===== config.mk =====
export PLATFORM = sky130hd
export DESIGN_NAME = cscr_top
export DESIGN_NICKNAME = d
export VERILOG_FILES = /design/src/logic/cscr_pkg.sv /design/src/logic/cscr_edge.sv /design/src/logic/cscr_sync.sv /design/src/logic/cscr_top.sv
export VERILOG_INCLUDE_DIRS = /design/src /design/src/logic
export SDC_FILE = /design/constraint.sdc
export NUM_CORES = 1
export LEC_CHECK = 0
export CELL_PAD_IN_SITES_DETAIL_PLACEMENT = 1
export CELL_PAD_IN_SITES_GLOBAL_PLACEMENT = 2
export CORE_ASPECT_RATIO = 1.5
export CORE_MARGIN = 3
export CORE_UTILIZATION = 30
export CTS_CLUSTER_SIZE = 30
export DETAILED_ROUTE_END_ITERATION = 6
export DONT_BUFFER_PORTS = 1
export PLACE_DENSITY_LB_ADDON = 0.1
export RECOVER_POWER = 25
export SKIP_CTS_REPAIR_TIMING = 1
export SYNTH_ARGS = -nofsm -noshare
export SYNTH_HDL_FRONTEND = slang
export SYNTH_SLANG_ARGS = --single-unit

===== constraint.sdc =====
create_clock -name ref_clk -period 18.2 [get_ports ref_clk]
set_input_delay 3.64 -clock ref_clk [delete_from_list [all_inputs] [get_ports ref_clk]]
set_output_delay 3.64 -clock ref_clk [all_outputs]
set_load 0.02 [all_outputs]

===== src/logic/cscr_map.svh =====
// Register offsets, reset values and field positions of the configuration bank.
// Assumes inclusion by the top module of the bank and by its bench.
`ifndef CSCR_MAP_SVH
`define CSCR_MAP_SVH

// ----------------------------------------------------------------------------
// Register count and index of each register inside the bank
// ----------------------------------------------------------------------------
`define CSCR_NREG        15
`define CSCR_IDX_PLL3    0
`define CSCR_IDX_FRAC_L  1
`define CSCR_IDX_FRAC_M  2
`define CSCR_IDX_FRAC_H  3
`define CSCR_IDX_BUS     4
`define CSCR_IDX_OSC     5
`define CSCR_IDX_GAIN    6
`define CSCR_IDX_DRV     7
`define CSCR_IDX_ADDR    8
`define CSCR_IDX_GM      9
`define CSCR_IDX_TRIM    10
`define CSCR_IDX_OVT     11
`define CSCR_IDX_ACT1    12
`define CSCR_IDX_NVPC    13
`define CSCR_IDX_ACT2    14
`define CSCR_NCFG        12
`define CSCR_COPY_MASK   15'h2fff

// ----------------------------------------------------------------------------
// Serial register offsets
// ----------------------------------------------------------------------------
`define CSCR_OFF_PLL3    8'h42
`define CSCR_OFF_FRAC_L  8'h43
`define CSCR_OFF_FRAC_M  8'h44
`define CSCR_OFF_FRAC_H  8'h45
`define CSCR_OFF_BUS     8'h50
`define CSCR_OFF_OSC     8'h51
`define CSCR_OFF_GAIN    8'h52
`define CSCR_OFF_DRV     8'h53
`define CSCR_OFF_ADDR    8'h54
`define CSCR_OFF_GM      8'h55
`define CSCR_OFF_TRIM    8'h56
`define CSCR_OFF_OVT     8'h57
`define CSCR_OFF_ACT1    8'h60
`define CSCR_OFF_NVPC    8'h61
`define CSCR_OFF_ACT2    8'h62

// ----------------------------------------------------------------------------
// Reset values
// ----------------------------------------------------------------------------
`define CSCR_RST_PLL3    8'h0a
`define CSCR_RST_FRAC_L  8'h00
`define CSCR_RST_FRAC_M  8'h00
`define CSCR_RST_FRAC_H  8'hc0
`define CSCR_RST_BUS     8'h15
`define CSCR_RST_OSC     8'hc0
`define CSCR_RST_GAIN    8'h2a
`define CSCR_RST_DRV     8'h82
`define CSCR_RST_ADDR    8'h00
`define CSCR_RST_GM      8'h94
`define CSCR_RST_TRIM    8'h82
`define CSCR_RST_OVT     8'h58
`define CSCR_RST_ACT1    8'h00
`define CSCR_RST_NVPC    8'h00
`define CSCR_RST_ACT2    8'h00
`define CSCR_DEF_DEV     7'h50

// ----------------------------------------------------------------------------
// Field positions
// ----------------------------------------------------------------------------
`define CSCR_B_PLL_MODE  0
`define CSCR_B_BUS_HS    4
`define CSCR_B_CMOS_EN   3
`define CSCR_B_DBL_DIS   7
`define CSCR_B_FIXED     2
`define CSCR_B_SLOPE     7
`define CSCR_B_OE_POL    7
`define CSCR_B_ADDR_OVR  7
`define CSCR_B_BYPASS    3
`define CSCR_B_FUND      7
`define CSCR_B_COPY      7
`define CSCR_B_PUSH      5
`define CSCR_B_CAL       0
`define CSCR_B_SMALL     1
`define CSCR_B_LARGE     0

`endif


===== src/logic/cscr_pkg.sv =====
// Types shared by the configuration bank modules.
// Assumes nothing of its surroundings.
package cscr_pkg;

  typedef logic [7:0] cscr_byte_t;

  // Serial slave progress through one bus transaction.
  typedef enum logic [3:0]
  {
    CSCR_IDLE,
    CSCR_DEV,
    CSCR_DEV_ACK,
    CSCR_REG,
    CSCR_REG_ACK,
    CSCR_WDATA,
    CSCR_WACK,
    CSCR_RDATA,
    CSCR_RACK,
    CSCR_SKIP
  } cscr_state_t;

endpackage


===== src/logic/cscr_edge.sv =====
// One-shot pulse generator: one cycle high for each zero-to-one step of a level.
// Assumes levels from logic on the same clock.
module cscr_edge
#(
  parameter int N = 5
)
(
  // Clock and reset
  input  wire logic         clk,
  input  wire logic         rst_n,
  // Levels and pulses
  input  wire logic [N-1:0] lvl_i,
  output logic      [N-1:0] pulse_q
);

  logic [N-1:0] prev_q;

  // A bit held high, or rewritten high, gives no second pulse.
  always_ff @(posedge clk or negedge rst_n)
  begin
    if (!rst_n)
    begin
      prev_q  <= '0;
      pulse_q <= '0;
    end
    else
    begin
      prev_q  <= lvl_i;
      pulse_q <= lvl_i & ~prev_q;
    end
  end

endmodule


===== src/logic/cscr_sync.sv =====
// Two-stage synchroniser for levels entering the reference clock domain.
// Assumes an already synchronised active-low reset.
module cscr_sync
#(
  parameter int W = 2
)
(
  // Clock and reset
  input  wire logic         clk,
  input  wire logic         rst_n,
  // Levels
  input  wire logic [W-1:0] async_i,
  output logic      [W-1:0] sync_o
);

  logic [W-1:0] meta_q;

  // The first stage feeds the second stage only.
  always_ff @(posedge clk or negedge rst_n)
  begin
    if (!rst_n)
    begin
      meta_q <= '0;
      sync_o <= '0;
    end
    else
    begin
      meta_q <= async_i;
      sync_o <= meta_q;
    end
  end

endmodule


===== src/logic/cscr_top.sv =====
// Volatile configuration bank of a crystal PLL clock synthesiser, with its two-wire slave.
// Assumes open-drain bus pins resolved outside and a nonvolatile image on ref_clk.
//
// What this block does
// - Profile 3 control bit 0: zero fractional, one integer loop; resets zero.
// - Profile 3 control bits 5:4 hold feedback integer bits 9:8, default 00.
// - Profile 3 charge pump field is 3 bits, resets to 101, writable.
// - Profile 3 fraction is three bytes, low first; resets 00, 00, C0.
// - Bus speed bit, default one: zero up to 400kHz, one up to 800kHz.
// - Oscillator byte bit 7 high disables the reference doubler; default one.
// - Supply code, default 10: 00 is 1.8V, 01 2.5V, 10 3.3V.
// - Oscillator byte bit 2: zero voltage-controlled mode, one fixed mode.
// - Modulation bandwidth, default 00: 00 10kHz, 01 20kHz, 10 5kHz.
// - Gain byte: slope bit default zero, exponent 010, scale 1010.
// - Output enable polarity bit defaults one: one active high, zero low.
// - Output logic type 3 bits, default 000, selects the driver standard.
// - Override bit zero answers at the default address 50h (CSCR_DEF_DEV), one at the byte's low 7 bits.
// - Trim byte bit 3 bypasses the oscillator; bits 2:0 trim, default 010.
// - Overtone byte bit 7 one selects fundamental; bits 6:4 resistor, default 101.
// - Transconductance byte defaults 10 and 01 0100; slice field defaults 1000.
// - Rising action bit 7 copies the nonvolatile image; host clears it after.
// - Rising action bit 5 applies the register contents; host clears it after.
// - Rising action bit 0 starts loop calibration; host clears it after.
// - Byte after action byte: 2-bit programming control, upper bits reserved, zero; the register stores and reads back all 8 bits.
// - Rising second action bit 1 applies a small change; host clears it.
// - Rising second action bit 0 applies a large change; host clears it.
`include "cscr_map.svh"
module cscr_top
  (
  // Clock and reset
  input  wire logic                       ref_clk,
  input  wire logic                       rst_b,
  // Two-wire serial pins
  input  wire logic                       scl_i,
  input  wire logic                       sda_i,
  output logic                            sda_o,
  output logic                            sda_oe,
  // Nonvolatile image, one byte per register index
  input  wire logic [`CSCR_NREG*8-1:0]    nv_image,
  // Profile 3 applied settings
  output logic                            pll_integer_mode,
  output logic [1:0]                      fb_int_high,
  output logic                            cp_offset_en,
  output logic [2:0]                      charge_pump,
  output logic [23:0]                     fb_fraction,
  // Miscellaneous applied settings
  output logic                            hs_bus_en,
  output logic                            cmos_out_en,
  output logic                            doubler_dis,
  output logic [1:0]                      supply_code,
  output logic                            fixed_osc_mode,
  output logic [1:0]                      mod_bandwidth,
  output logic                            gain_slope_neg,
  output logic [2:0]                      gain_exponent,
  output logic [3:0]                      gain_scale,
  output logic                            oe_active_high,
  output logic [2:0]                      logic_type,
  output cscr_pkg::cscr_byte_t            amplifier_transconductance_code,
  output logic [3:0]                      amp_slice,
  output logic                            xo_bypass,
  output logic [2:0]                      load_cap_trim,
  output logic                            fundamental_mode,
  output logic [2:0]                      filter_res,
  // Actions
  output logic [1:0]                      nv_prog_ctrl,
  output logic                            cal_start
  );

  import cscr_pkg::*;

  // --------------------------------------------------------------------------
  // Register map tables
  // --------------------------------------------------------------------------
  localparam cscr_byte_t OFFS [`CSCR_NREG] = '{
    `CSCR_OFF_PLL3, `CSCR_OFF_FRAC_L, `CSCR_OFF_FRAC_M, `CSCR_OFF_FRAC_H,
    `CSCR_OFF_BUS, `CSCR_OFF_OSC, `CSCR_OFF_GAIN, `CSCR_OFF_DRV, `CSCR_OFF_ADDR,
    `CSCR_OFF_GM, `CSCR_OFF_TRIM, `CSCR_OFF_OVT, `CSCR_OFF_ACT1, `CSCR_OFF_NVPC,
    `CSCR_OFF_ACT2};
  localparam cscr_byte_t RSTV [`CSCR_NREG] = '{
    `CSCR_RST_PLL3, `CSCR_RST_FRAC_L, `CSCR_RST_FRAC_M, `CSCR_RST_FRAC_H,
    `CSCR_RST_BUS, `CSCR_RST_OSC, `CSCR_RST_GAIN, `CSCR_RST_DRV, `CSCR_RST_ADDR,
    `CSCR_RST_GM, `CSCR_RST_TRIM, `CSCR_RST_OVT, `CSCR_RST_ACT1, `CSCR_RST_NVPC,
    `CSCR_RST_ACT2};
  localparam logic [`CSCR_NREG-1:0] COPY_MASK = `CSCR_COPY_MASK;

  // --------------------------------------------------------------------------
  // Reset release and pin synchronisation
  // --------------------------------------------------------------------------
  logic        rst_meta_q;
  logic        rst_sync_b;
  logic        scl_s;
  logic        sda_s;
  logic        scl_prev_q;
  logic        sda_prev_q;

  always_ff @(posedge ref_clk or negedge rst_b)
  begin
    if (!rst_b)
    begin
      rst_meta_q <= 1'b0;
      rst_sync_b <= 1'b0;
    end
    else
    begin
      rst_meta_q <= 1'b1;
      rst_sync_b <= rst_meta_q;
    end
  end

  cscr_sync #(.W(2)) u_pin_sync
  (
    .clk     (ref_clk),
    .rst_n   (rst_sync_b),
    .async_i ({scl_i, sda_i}),
    .sync_o  ({scl_s, sda_s})
  );

  always_ff @(posedge ref_clk or negedge rst_sync_b)
  begin
    if (!rst_sync_b)
    begin
      scl_prev_q <= 1'b1;
      sda_prev_q <= 1'b1;
    end
    else
    begin
      scl_prev_q <= scl_s;
      sda_prev_q <= sda_s;
    end
  end

  // Both pins share the same latency, so a data change inside a clock-low
  // phase is never mistaken for a start or stop.
  wire scl_rise = scl_s & ~scl_prev_q;
  wire scl_fall = ~scl_s & scl_prev_q;
  wire start_c  = scl_s & scl_prev_q & sda_prev_q & ~sda_s;
  wire stop_c   = scl_s & scl_prev_q & ~sda_prev_q & sda_s;

  // --------------------------------------------------------------------------
  // Register storage
  // --------------------------------------------------------------------------
  cscr_byte_t               regs_q [`CSCR_NREG];
  cscr_byte_t               act_q  [`CSCR_NCFG];
  cscr_byte_t               rd_acc [`CSCR_NREG+1];
  logic [`CSCR_NREG-1:0]    hit;
  logic                     wr_en;
  logic                     push_any;
  logic [4:0]               trig_pulse;
  cscr_byte_t               ptr_q;
  cscr_byte_t               sh_q;
  cscr_byte_t               rd_data;

  assign rd_acc[0] = '0;
  assign rd_data   = rd_acc[`CSCR_NREG];

  // Host write wins over the image copy; the copy never touches the action bytes,
  // so a copy cannot re-arm or clear its own trigger.
  for (genvar i = 0; i < `CSCR_NREG; i++)
  begin : g_reg
    assign hit[i]      = (ptr_q == OFFS[i]);
    assign rd_acc[i+1] = rd_acc[i] | (hit[i] ? regs_q[i] : '0);

    always_ff @(posedge ref_clk or negedge rst_sync_b)
    begin
      if (!rst_sync_b)
        regs_q[i] <= RSTV[i];
      else if (wr_en && hit[i])
        regs_q[i] <= sh_q;
      else if (trig_pulse[0] && COPY_MASK[i])
        regs_q[i] <= nv_image[i*8 +: 8];
    end
  end

  // Applied settings follow the register contents only on a push, a large change or a small change.
  for (genvar i = 0; i < `CSCR_NCFG; i++)
  begin : g_act
    always_ff @(posedge ref_clk or negedge rst_sync_b)
    begin
      if (!rst_sync_b)
        act_q[i] <= RSTV[i];
      else if (push_any)
        act_q[i] <= regs_q[i];
    end
  end

  // --------------------------------------------------------------------------
  // Action triggers
  // --------------------------------------------------------------------------
  cscr_edge #(.N(5)) u_trig
  (
    .clk     (ref_clk),
    .rst_n   (rst_sync_b),
    .lvl_i   ({regs_q[`CSCR_IDX_ACT2][`CSCR_B_SMALL],
               regs_q[`CSCR_IDX_ACT2][`CSCR_B_LARGE],
               regs_q[`CSCR_IDX_ACT1][`CSCR_B_CAL],
               regs_q[`CSCR_IDX_ACT1][`CSCR_B_PUSH],
               regs_q[`CSCR_IDX_ACT1][`CSCR_B_COPY]}),
    .pulse_q (trig_pulse)
  );

  // Pulses: 0 copy, 1 push, 2 calibrate, 3 large change, 4 small change.
  assign push_any  = trig_pulse[1] | trig_pulse[3] | trig_pulse[4];
  assign cal_start = trig_pulse[2];

  // --------------------------------------------------------------------------
  // Serial slave
  // --------------------------------------------------------------------------
  cscr_state_t st_q;
  cscr_state_t st_d;
  logic [3:0]  cnt_q;
  logic [3:0]  cnt_d;
  cscr_byte_t  sh_d;
  cscr_byte_t  ptr_d;
  cscr_byte_t  tx_q;
  cscr_byte_t  tx_d;
  logic        rw_q;
  logic        rw_d;
  logic        oe_q;
  logic        oe_d;
  logic        sda_o_q;
  logic [6:0]  my_addr;

  assign my_addr = regs_q[`CSCR_IDX_ADDR][`CSCR_B_ADDR_OVR] ?
                   regs_q[`CSCR_IDX_ADDR][6:0] : `CSCR_DEF_DEV;

  always_comb
  begin
    st_d  = st_q;
    cnt_d = cnt_q;
    sh_d  = sh_q;
    ptr_d = ptr_q;
    tx_d  = tx_q;
    rw_d  = rw_q;
    oe_d  = oe_q;
    wr_en = 1'b0;
    if (stop_c)
    begin
      st_d = CSCR_IDLE;
      oe_d = 1'b0;
    end
    else if (start_c)
    begin
      st_d  = CSCR_DEV;
      cnt_d = 4'h0;
      oe_d  = 1'b0;
    end
    else
    begin
      unique case (st_q)
        CSCR_IDLE, CSCR_SKIP:
        begin
        end
        CSCR_DEV, CSCR_REG, CSCR_WDATA:
        begin
          if (scl_rise && cnt_q != 4'h8)
          begin
            sh_d  = {sh_q[6:0], sda_s};
            cnt_d = cnt_q + 4'h1;
          end
          else if (scl_fall && cnt_q == 4'h8)
          begin
            oe_d = 1'b1;
            if (st_q == CSCR_DEV)
            begin
              rw_d = sh_q[0];
              st_d = (sh_q[7:1] == my_addr) ? CSCR_DEV_ACK : CSCR_SKIP;
              oe_d = (sh_q[7:1] == my_addr);
            end
            else if (st_q == CSCR_REG)
            begin
              ptr_d = sh_q;
              st_d  = CSCR_REG_ACK;
            end
            else
            begin
              wr_en = 1'b1;
              st_d  = CSCR_WACK;
            end
          end
        end
        CSCR_DEV_ACK:
        begin
          if (scl_fall && rw_q)
          begin
            tx_d  = rd_data;
            oe_d  = ~rd_data[7];
            cnt_d = 4'h1;
            st_d  = CSCR_RDATA;
          end
          else if (scl_fall)
          begin
            oe_d  = 1'b0;
            cnt_d = 4'h0;
            st_d  = CSCR_REG;
          end
        end
        CSCR_REG_ACK:
        begin
          if (scl_fall)
          begin
            oe_d  = 1'b0;
            cnt_d = 4'h0;
            st_d  = CSCR_WDATA;
          end
        end
        CSCR_WACK:
        begin
          // Writes are single-byte: any further data byte is not acknowledged.
          if (scl_fall)
          begin
            oe_d = 1'b0;
            st_d = CSCR_SKIP;
          end
        end
        CSCR_RDATA:
        begin
          if (scl_fall && cnt_q == 4'h8)
          begin
            oe_d  = 1'b0;
            ptr_d = ptr_q + 8'h01;
            st_d  = CSCR_RACK;
          end
          else if (scl_fall)
          begin
            tx_d  = {tx_q[6:0], 1'b0};
            oe_d  = ~tx_q[6];
            cnt_d = cnt_q + 4'h1;
          end
        end
        CSCR_RACK:
        begin
          if (scl_rise)
            sh_d = {sh_q[6:0], sda_s};
          else if (scl_fall && !sh_q[0])
          begin
            tx_d  = rd_data;
            oe_d  = ~rd_data[7];
            cnt_d = 4'h1;
            st_d  = CSCR_RDATA;
          end
          else if (scl_fall)
            st_d = CSCR_SKIP;
        end
      endcase
    end
  end

  always_ff @(posedge ref_clk or negedge rst_sync_b)
  begin
    if (!rst_sync_b)
    begin
      st_q    <= CSCR_IDLE;
      cnt_q   <= 4'h0;
      sh_q    <= 8'h00;
      ptr_q   <= 8'h00;
      tx_q    <= 8'h00;
      rw_q    <= 1'b0;
      oe_q    <= 1'b0;
      sda_o_q <= 1'b0;
    end
    else
    begin
      st_q    <= st_d;
      cnt_q   <= cnt_d;
      sh_q    <= sh_d;
      ptr_q   <= ptr_d;
      tx_q    <= tx_d;
      rw_q    <= rw_d;
      oe_q    <= oe_d;
      sda_o_q <= 1'b0;
    end
  end

  assign sda_o  = sda_o_q;
  assign sda_oe = oe_q;

  // --------------------------------------------------------------------------
  // Applied setting fields, and the programming control taken straight from its register
  // --------------------------------------------------------------------------
  assign pll_integer_mode = act_q[`CSCR_IDX_PLL3][`CSCR_B_PLL_MODE];
  assign fb_int_high      = act_q[`CSCR_IDX_PLL3][5:4];
  assign cp_offset_en     = act_q[`CSCR_IDX_PLL3][6];
  assign charge_pump      = act_q[`CSCR_IDX_PLL3][3:1];
  assign fb_fraction      = {act_q[`CSCR_IDX_FRAC_H], act_q[`CSCR_IDX_FRAC_M],
                             act_q[`CSCR_IDX_FRAC_L]};
  assign hs_bus_en        = act_q[`CSCR_IDX_BUS][`CSCR_B_BUS_HS];
  assign cmos_out_en      = act_q[`CSCR_IDX_BUS][`CSCR_B_CMOS_EN];
  assign doubler_dis      = act_q[`CSCR_IDX_OSC][`CSCR_B_DBL_DIS];
  assign supply_code      = act_q[`CSCR_IDX_OSC][6:5];
  assign fixed_osc_mode   = act_q[`CSCR_IDX_OSC][`CSCR_B_FIXED];
  assign mod_bandwidth    = act_q[`CSCR_IDX_OSC][1:0];
  assign gain_slope_neg   = act_q[`CSCR_IDX_GAIN][`CSCR_B_SLOPE];
  assign gain_exponent    = act_q[`CSCR_IDX_GAIN][6:4];
  assign gain_scale       = act_q[`CSCR_IDX_GAIN][3:0];
  assign oe_active_high   = act_q[`CSCR_IDX_DRV][`CSCR_B_OE_POL];
  assign logic_type       = act_q[`CSCR_IDX_DRV][6:4];
  assign amplifier_transconductance_code = act_q[`CSCR_IDX_GM];
  assign amp_slice        = act_q[`CSCR_IDX_TRIM][7:4];
  assign xo_bypass        = act_q[`CSCR_IDX_TRIM][`CSCR_B_BYPASS];
  assign load_cap_trim    = act_q[`CSCR_IDX_TRIM][2:0];
  assign fundamental_mode = act_q[`CSCR_IDX_OVT][`CSCR_B_FUND];
  assign filter_res       = act_q[`CSCR_IDX_OVT][6:4];
  assign nv_prog_ctrl     = regs_q[`CSCR_IDX_NVPC][1:0];

endmodule


==> flow_summary.yaml <==
synthesis:
  syn_nets: 1227
  synthTopCellsByArea: "dfrtp_1 42%, mux2i_1 9.7%, mux2_2 9.4%, dfstp_2 9.3%, o21ai_0 3.9%"
  ys_seq_area_share_pct: 51.7
  synth-edff-count: 0
  ys_ff_latch: 242
  yosysTopAreaCellShare_pct: 42.3
  synth_largest_area_cell: "dfrtp_1"
  synthFlopType: "dfrtp_1"
  synth_area_sq_um: 11800
  synthCells: 1097
  syn_avg_cell_area_sq_um: 10.8
  ys_async_sr_fraction_pct: 100
  yosys_warnings: 0
  synth.distinct_cells: 67
floorplan:
  die_w_um: 168
  die_h_um: 249
  initial_core_util_pct: 30.6
  core_sq_um: 38600
  rows: 88
  pin_count: 200
  dieArea_sq_um: 41900
pwr:
  p_leak_nw: 4.56
  power_density_nw_per_um2: 116
  ir_drop_mv: 0.0534
  total_power_mw: 1.53
clock_network:
  clock-sinks: 242
  clkLatencyLatePin_ns: 0.56
  cts-root-buf: "clkbuf_16"
  clkTransAtPathRegs_ns: 0.06
  cts_buffer_depth: 3
  cts_buffers: 27
  tritoncts: "built"
  htree_levels: 1
timing:
  timing.hold.ws_ns: 0.354
  tns_ns: 0
  setup_viol: 0
  rsz0062_at_grt: "false"
  fmax_mhz: 209
  tightest_slew_ns: 2.82
  fin_crit_ns: 4.79
  max_slew_margin_pct: -88.0
  finalClockSkew_ns: 0.0181
  layout_setup_ws_ns: 13.41
  min_period_over_period_pct: 26.3
  hold_violations: 0
  slew_viol_final: 138
global_route:
  grt_pass1_vias: 9095
  antenna_found_initial: 0
  grt_pass1_wl_um: 63500
  grt_overflow_total: 0
  track_usage_pct: 20.0
  grt_max_degree: 65
layout:
  syn2layout_area_growth_pct: 11.4
  multi_input_area_sq_um: 5320
  nFillCells: 4227
  final_nets: 1195
  regArea_sq_um: 6110
  drive_above_1_share_pct: 20.0
  diodes: 0
drt:
  drt_pass1_iterations: 4
  dr_total_vias: 8400
  routed_wl_um: 42400
  drc: 0
  avgRoutedWirePerCell_um: 26.8
  initialDrtViolationCount: 364
  viasPerCell: 5.31
  ant_nets: 0
min_path:
  hold_path_class: "reg -> reg"
placement:
  gp_congestion: 0.834
  dp_slack_ns: 13.98
  port_buffers: 0
  place_hpwl_um: 29700
critical_path:
  path_max_fanout: 2
  cp.required_ns: 14.56
  worstSetupPathType: "reg -> out"
  cp.arrival_ns: 1.15
  endpoint_kind: "output pin"
  cp-start-kind: "flip-flop"
run_status:
  violations: "capacitance limit, slew limit"
  status: "finished, violations left"
flow_run:
  cap_violations: 3
## placed cells by master, fill, tap and decap left out, types with 3 or more instances in the layout
cell       instances
a221oi_1           5
nand2b_1           9
o211ai_1           4
nand4b_1           6
o2111ai_1          3
a222oi_1           4
a2111oi_0          4
clkbuf_8           7
inv_1             14
nor2b_1           12
buf_4             21
xor2_1             4
nand2_1          106
and3_1             6
a21oi_1           61
dfstp_2           42
a32o_1             4
a211oi_1           7
nand4_1            3
mux2_2            99
ha_1               6
a22oi_1           22
nor3_1             9
a31oi_1            5
a22o_1            17
o31ai_1            3
dfrtp_1          199
clkinv_2           3
clkbuf_1          10
nor2_1            66
clkbuf_16         27
nand3_1           28
mux2i_1          114
o21ai_0           91
o22ai_1           11
or3_1              4
## registers in the layout, summed over array words and instances (netlist names), 3 cells and up
signal                           flops
amplifier_transconductance_code      8
cnt_q                                4
fb_fraction                         24
gain_scale                           4
ptr_q                                8
charge_pump                          3
tx_q                                 7
filter_res                           3
gain_exponent                        3
u_trig.pulse_q                       5
logic_type                           3
u_trig.prev_q                        5
regs_q                             118
sh_q                                 8
st_q                                 4
load_cap_trim                        3
amp_slice                            4
## logic make-up (layout without fill, tap and decap cells)
family	after synthesis	in the layout	share of synthesized area [%]
buffers and inverters	98	87	3.43
xor gates and xnor gates	5	5	0.370
adders and majority gates	7	7	0.720
other	2	2	0.0635
AOI/OAI and AO/OA	260	260	13.8
DFF	242	242	51.7
and+or+nand+nor	270	270	10.9
muxes	213	213	19.1
## layout make-up
type                    instances  area share [%]
clock buffers                  42            6.09
clock inverters                 8           0.751
inverters                      14           0.399
multi-input cells             757            40.4
flip-flops and latches        242            46.4
well taps                     495            4.70
repair buffers                 23            1.25
## layer usage
metal / global-route usage, % / up-vias / wire [um]
li1: - / 3897 / -
met1: 25.4 / 4286 / 18000
met2: 34.6 / 166 / 21500
met3: 3.62 / 51 / 1880
met4: 5.59 / 0 / 1060
met5: 0 / - / 0
## report_power, final
group / total (mW) / leakage (nW) / internal, mW / switching [mW]
Clock: 0.560 / 0.437 / 0.331 / 0.229
Sequential: 0.620 / 2.48 / 0.565 / 0.0546
Combinational: 0.347 / 1.64 / 0.115 / 0.232
## final timing paths
path / to / start / slack (ns) / depth (start not counted)
min in group asynchronous: fb_int_high[1] / rst_sync_b / 1.18 / 0
setup reg to reg: u_trig.pulse_q[0] / rst_sync_b / 14.01 / 2
setup / recovery: gain_scale[1] / gain_scale[1] / 13.41 / 0
hold reg to reg: rst_sync_b / rst_meta_q / 0.35 / 0
max in group asynchronous: u_trig.pulse_q[0] / rst_sync_b / 14.01 / 2
hold / removal: rst_sync_b / rst_meta_q / 0.35 / 0
## metrics by stage
step	cell area, sq um	std cells	utilization [%]
2_1_floorplan	11800	1097	-
4_1_cts	13200	1581	34.1
3_5_place_dp	12300	1531	31.8
3_3_place_gp	12300	1531	31.8
6_report	13200	1581	34.1
5_1_grt	13200	1581	34.1
## cells in the mapped netlist (11+ instances only)
cell,number
a21oi_1,61
a22o_1,17
a22oi_1,22
buf_2,18
clkbuf_1,60
dfrtp_1,200
dfstp_2,42
inv_1,14
mux2_2,99
mux2i_1,114
nand2_1,106
nand3_1,28
nor2_1,66
nor2b_1,12
o21ai_0,91
o22ai_1,11
Power figures use the tool's default switching activity.
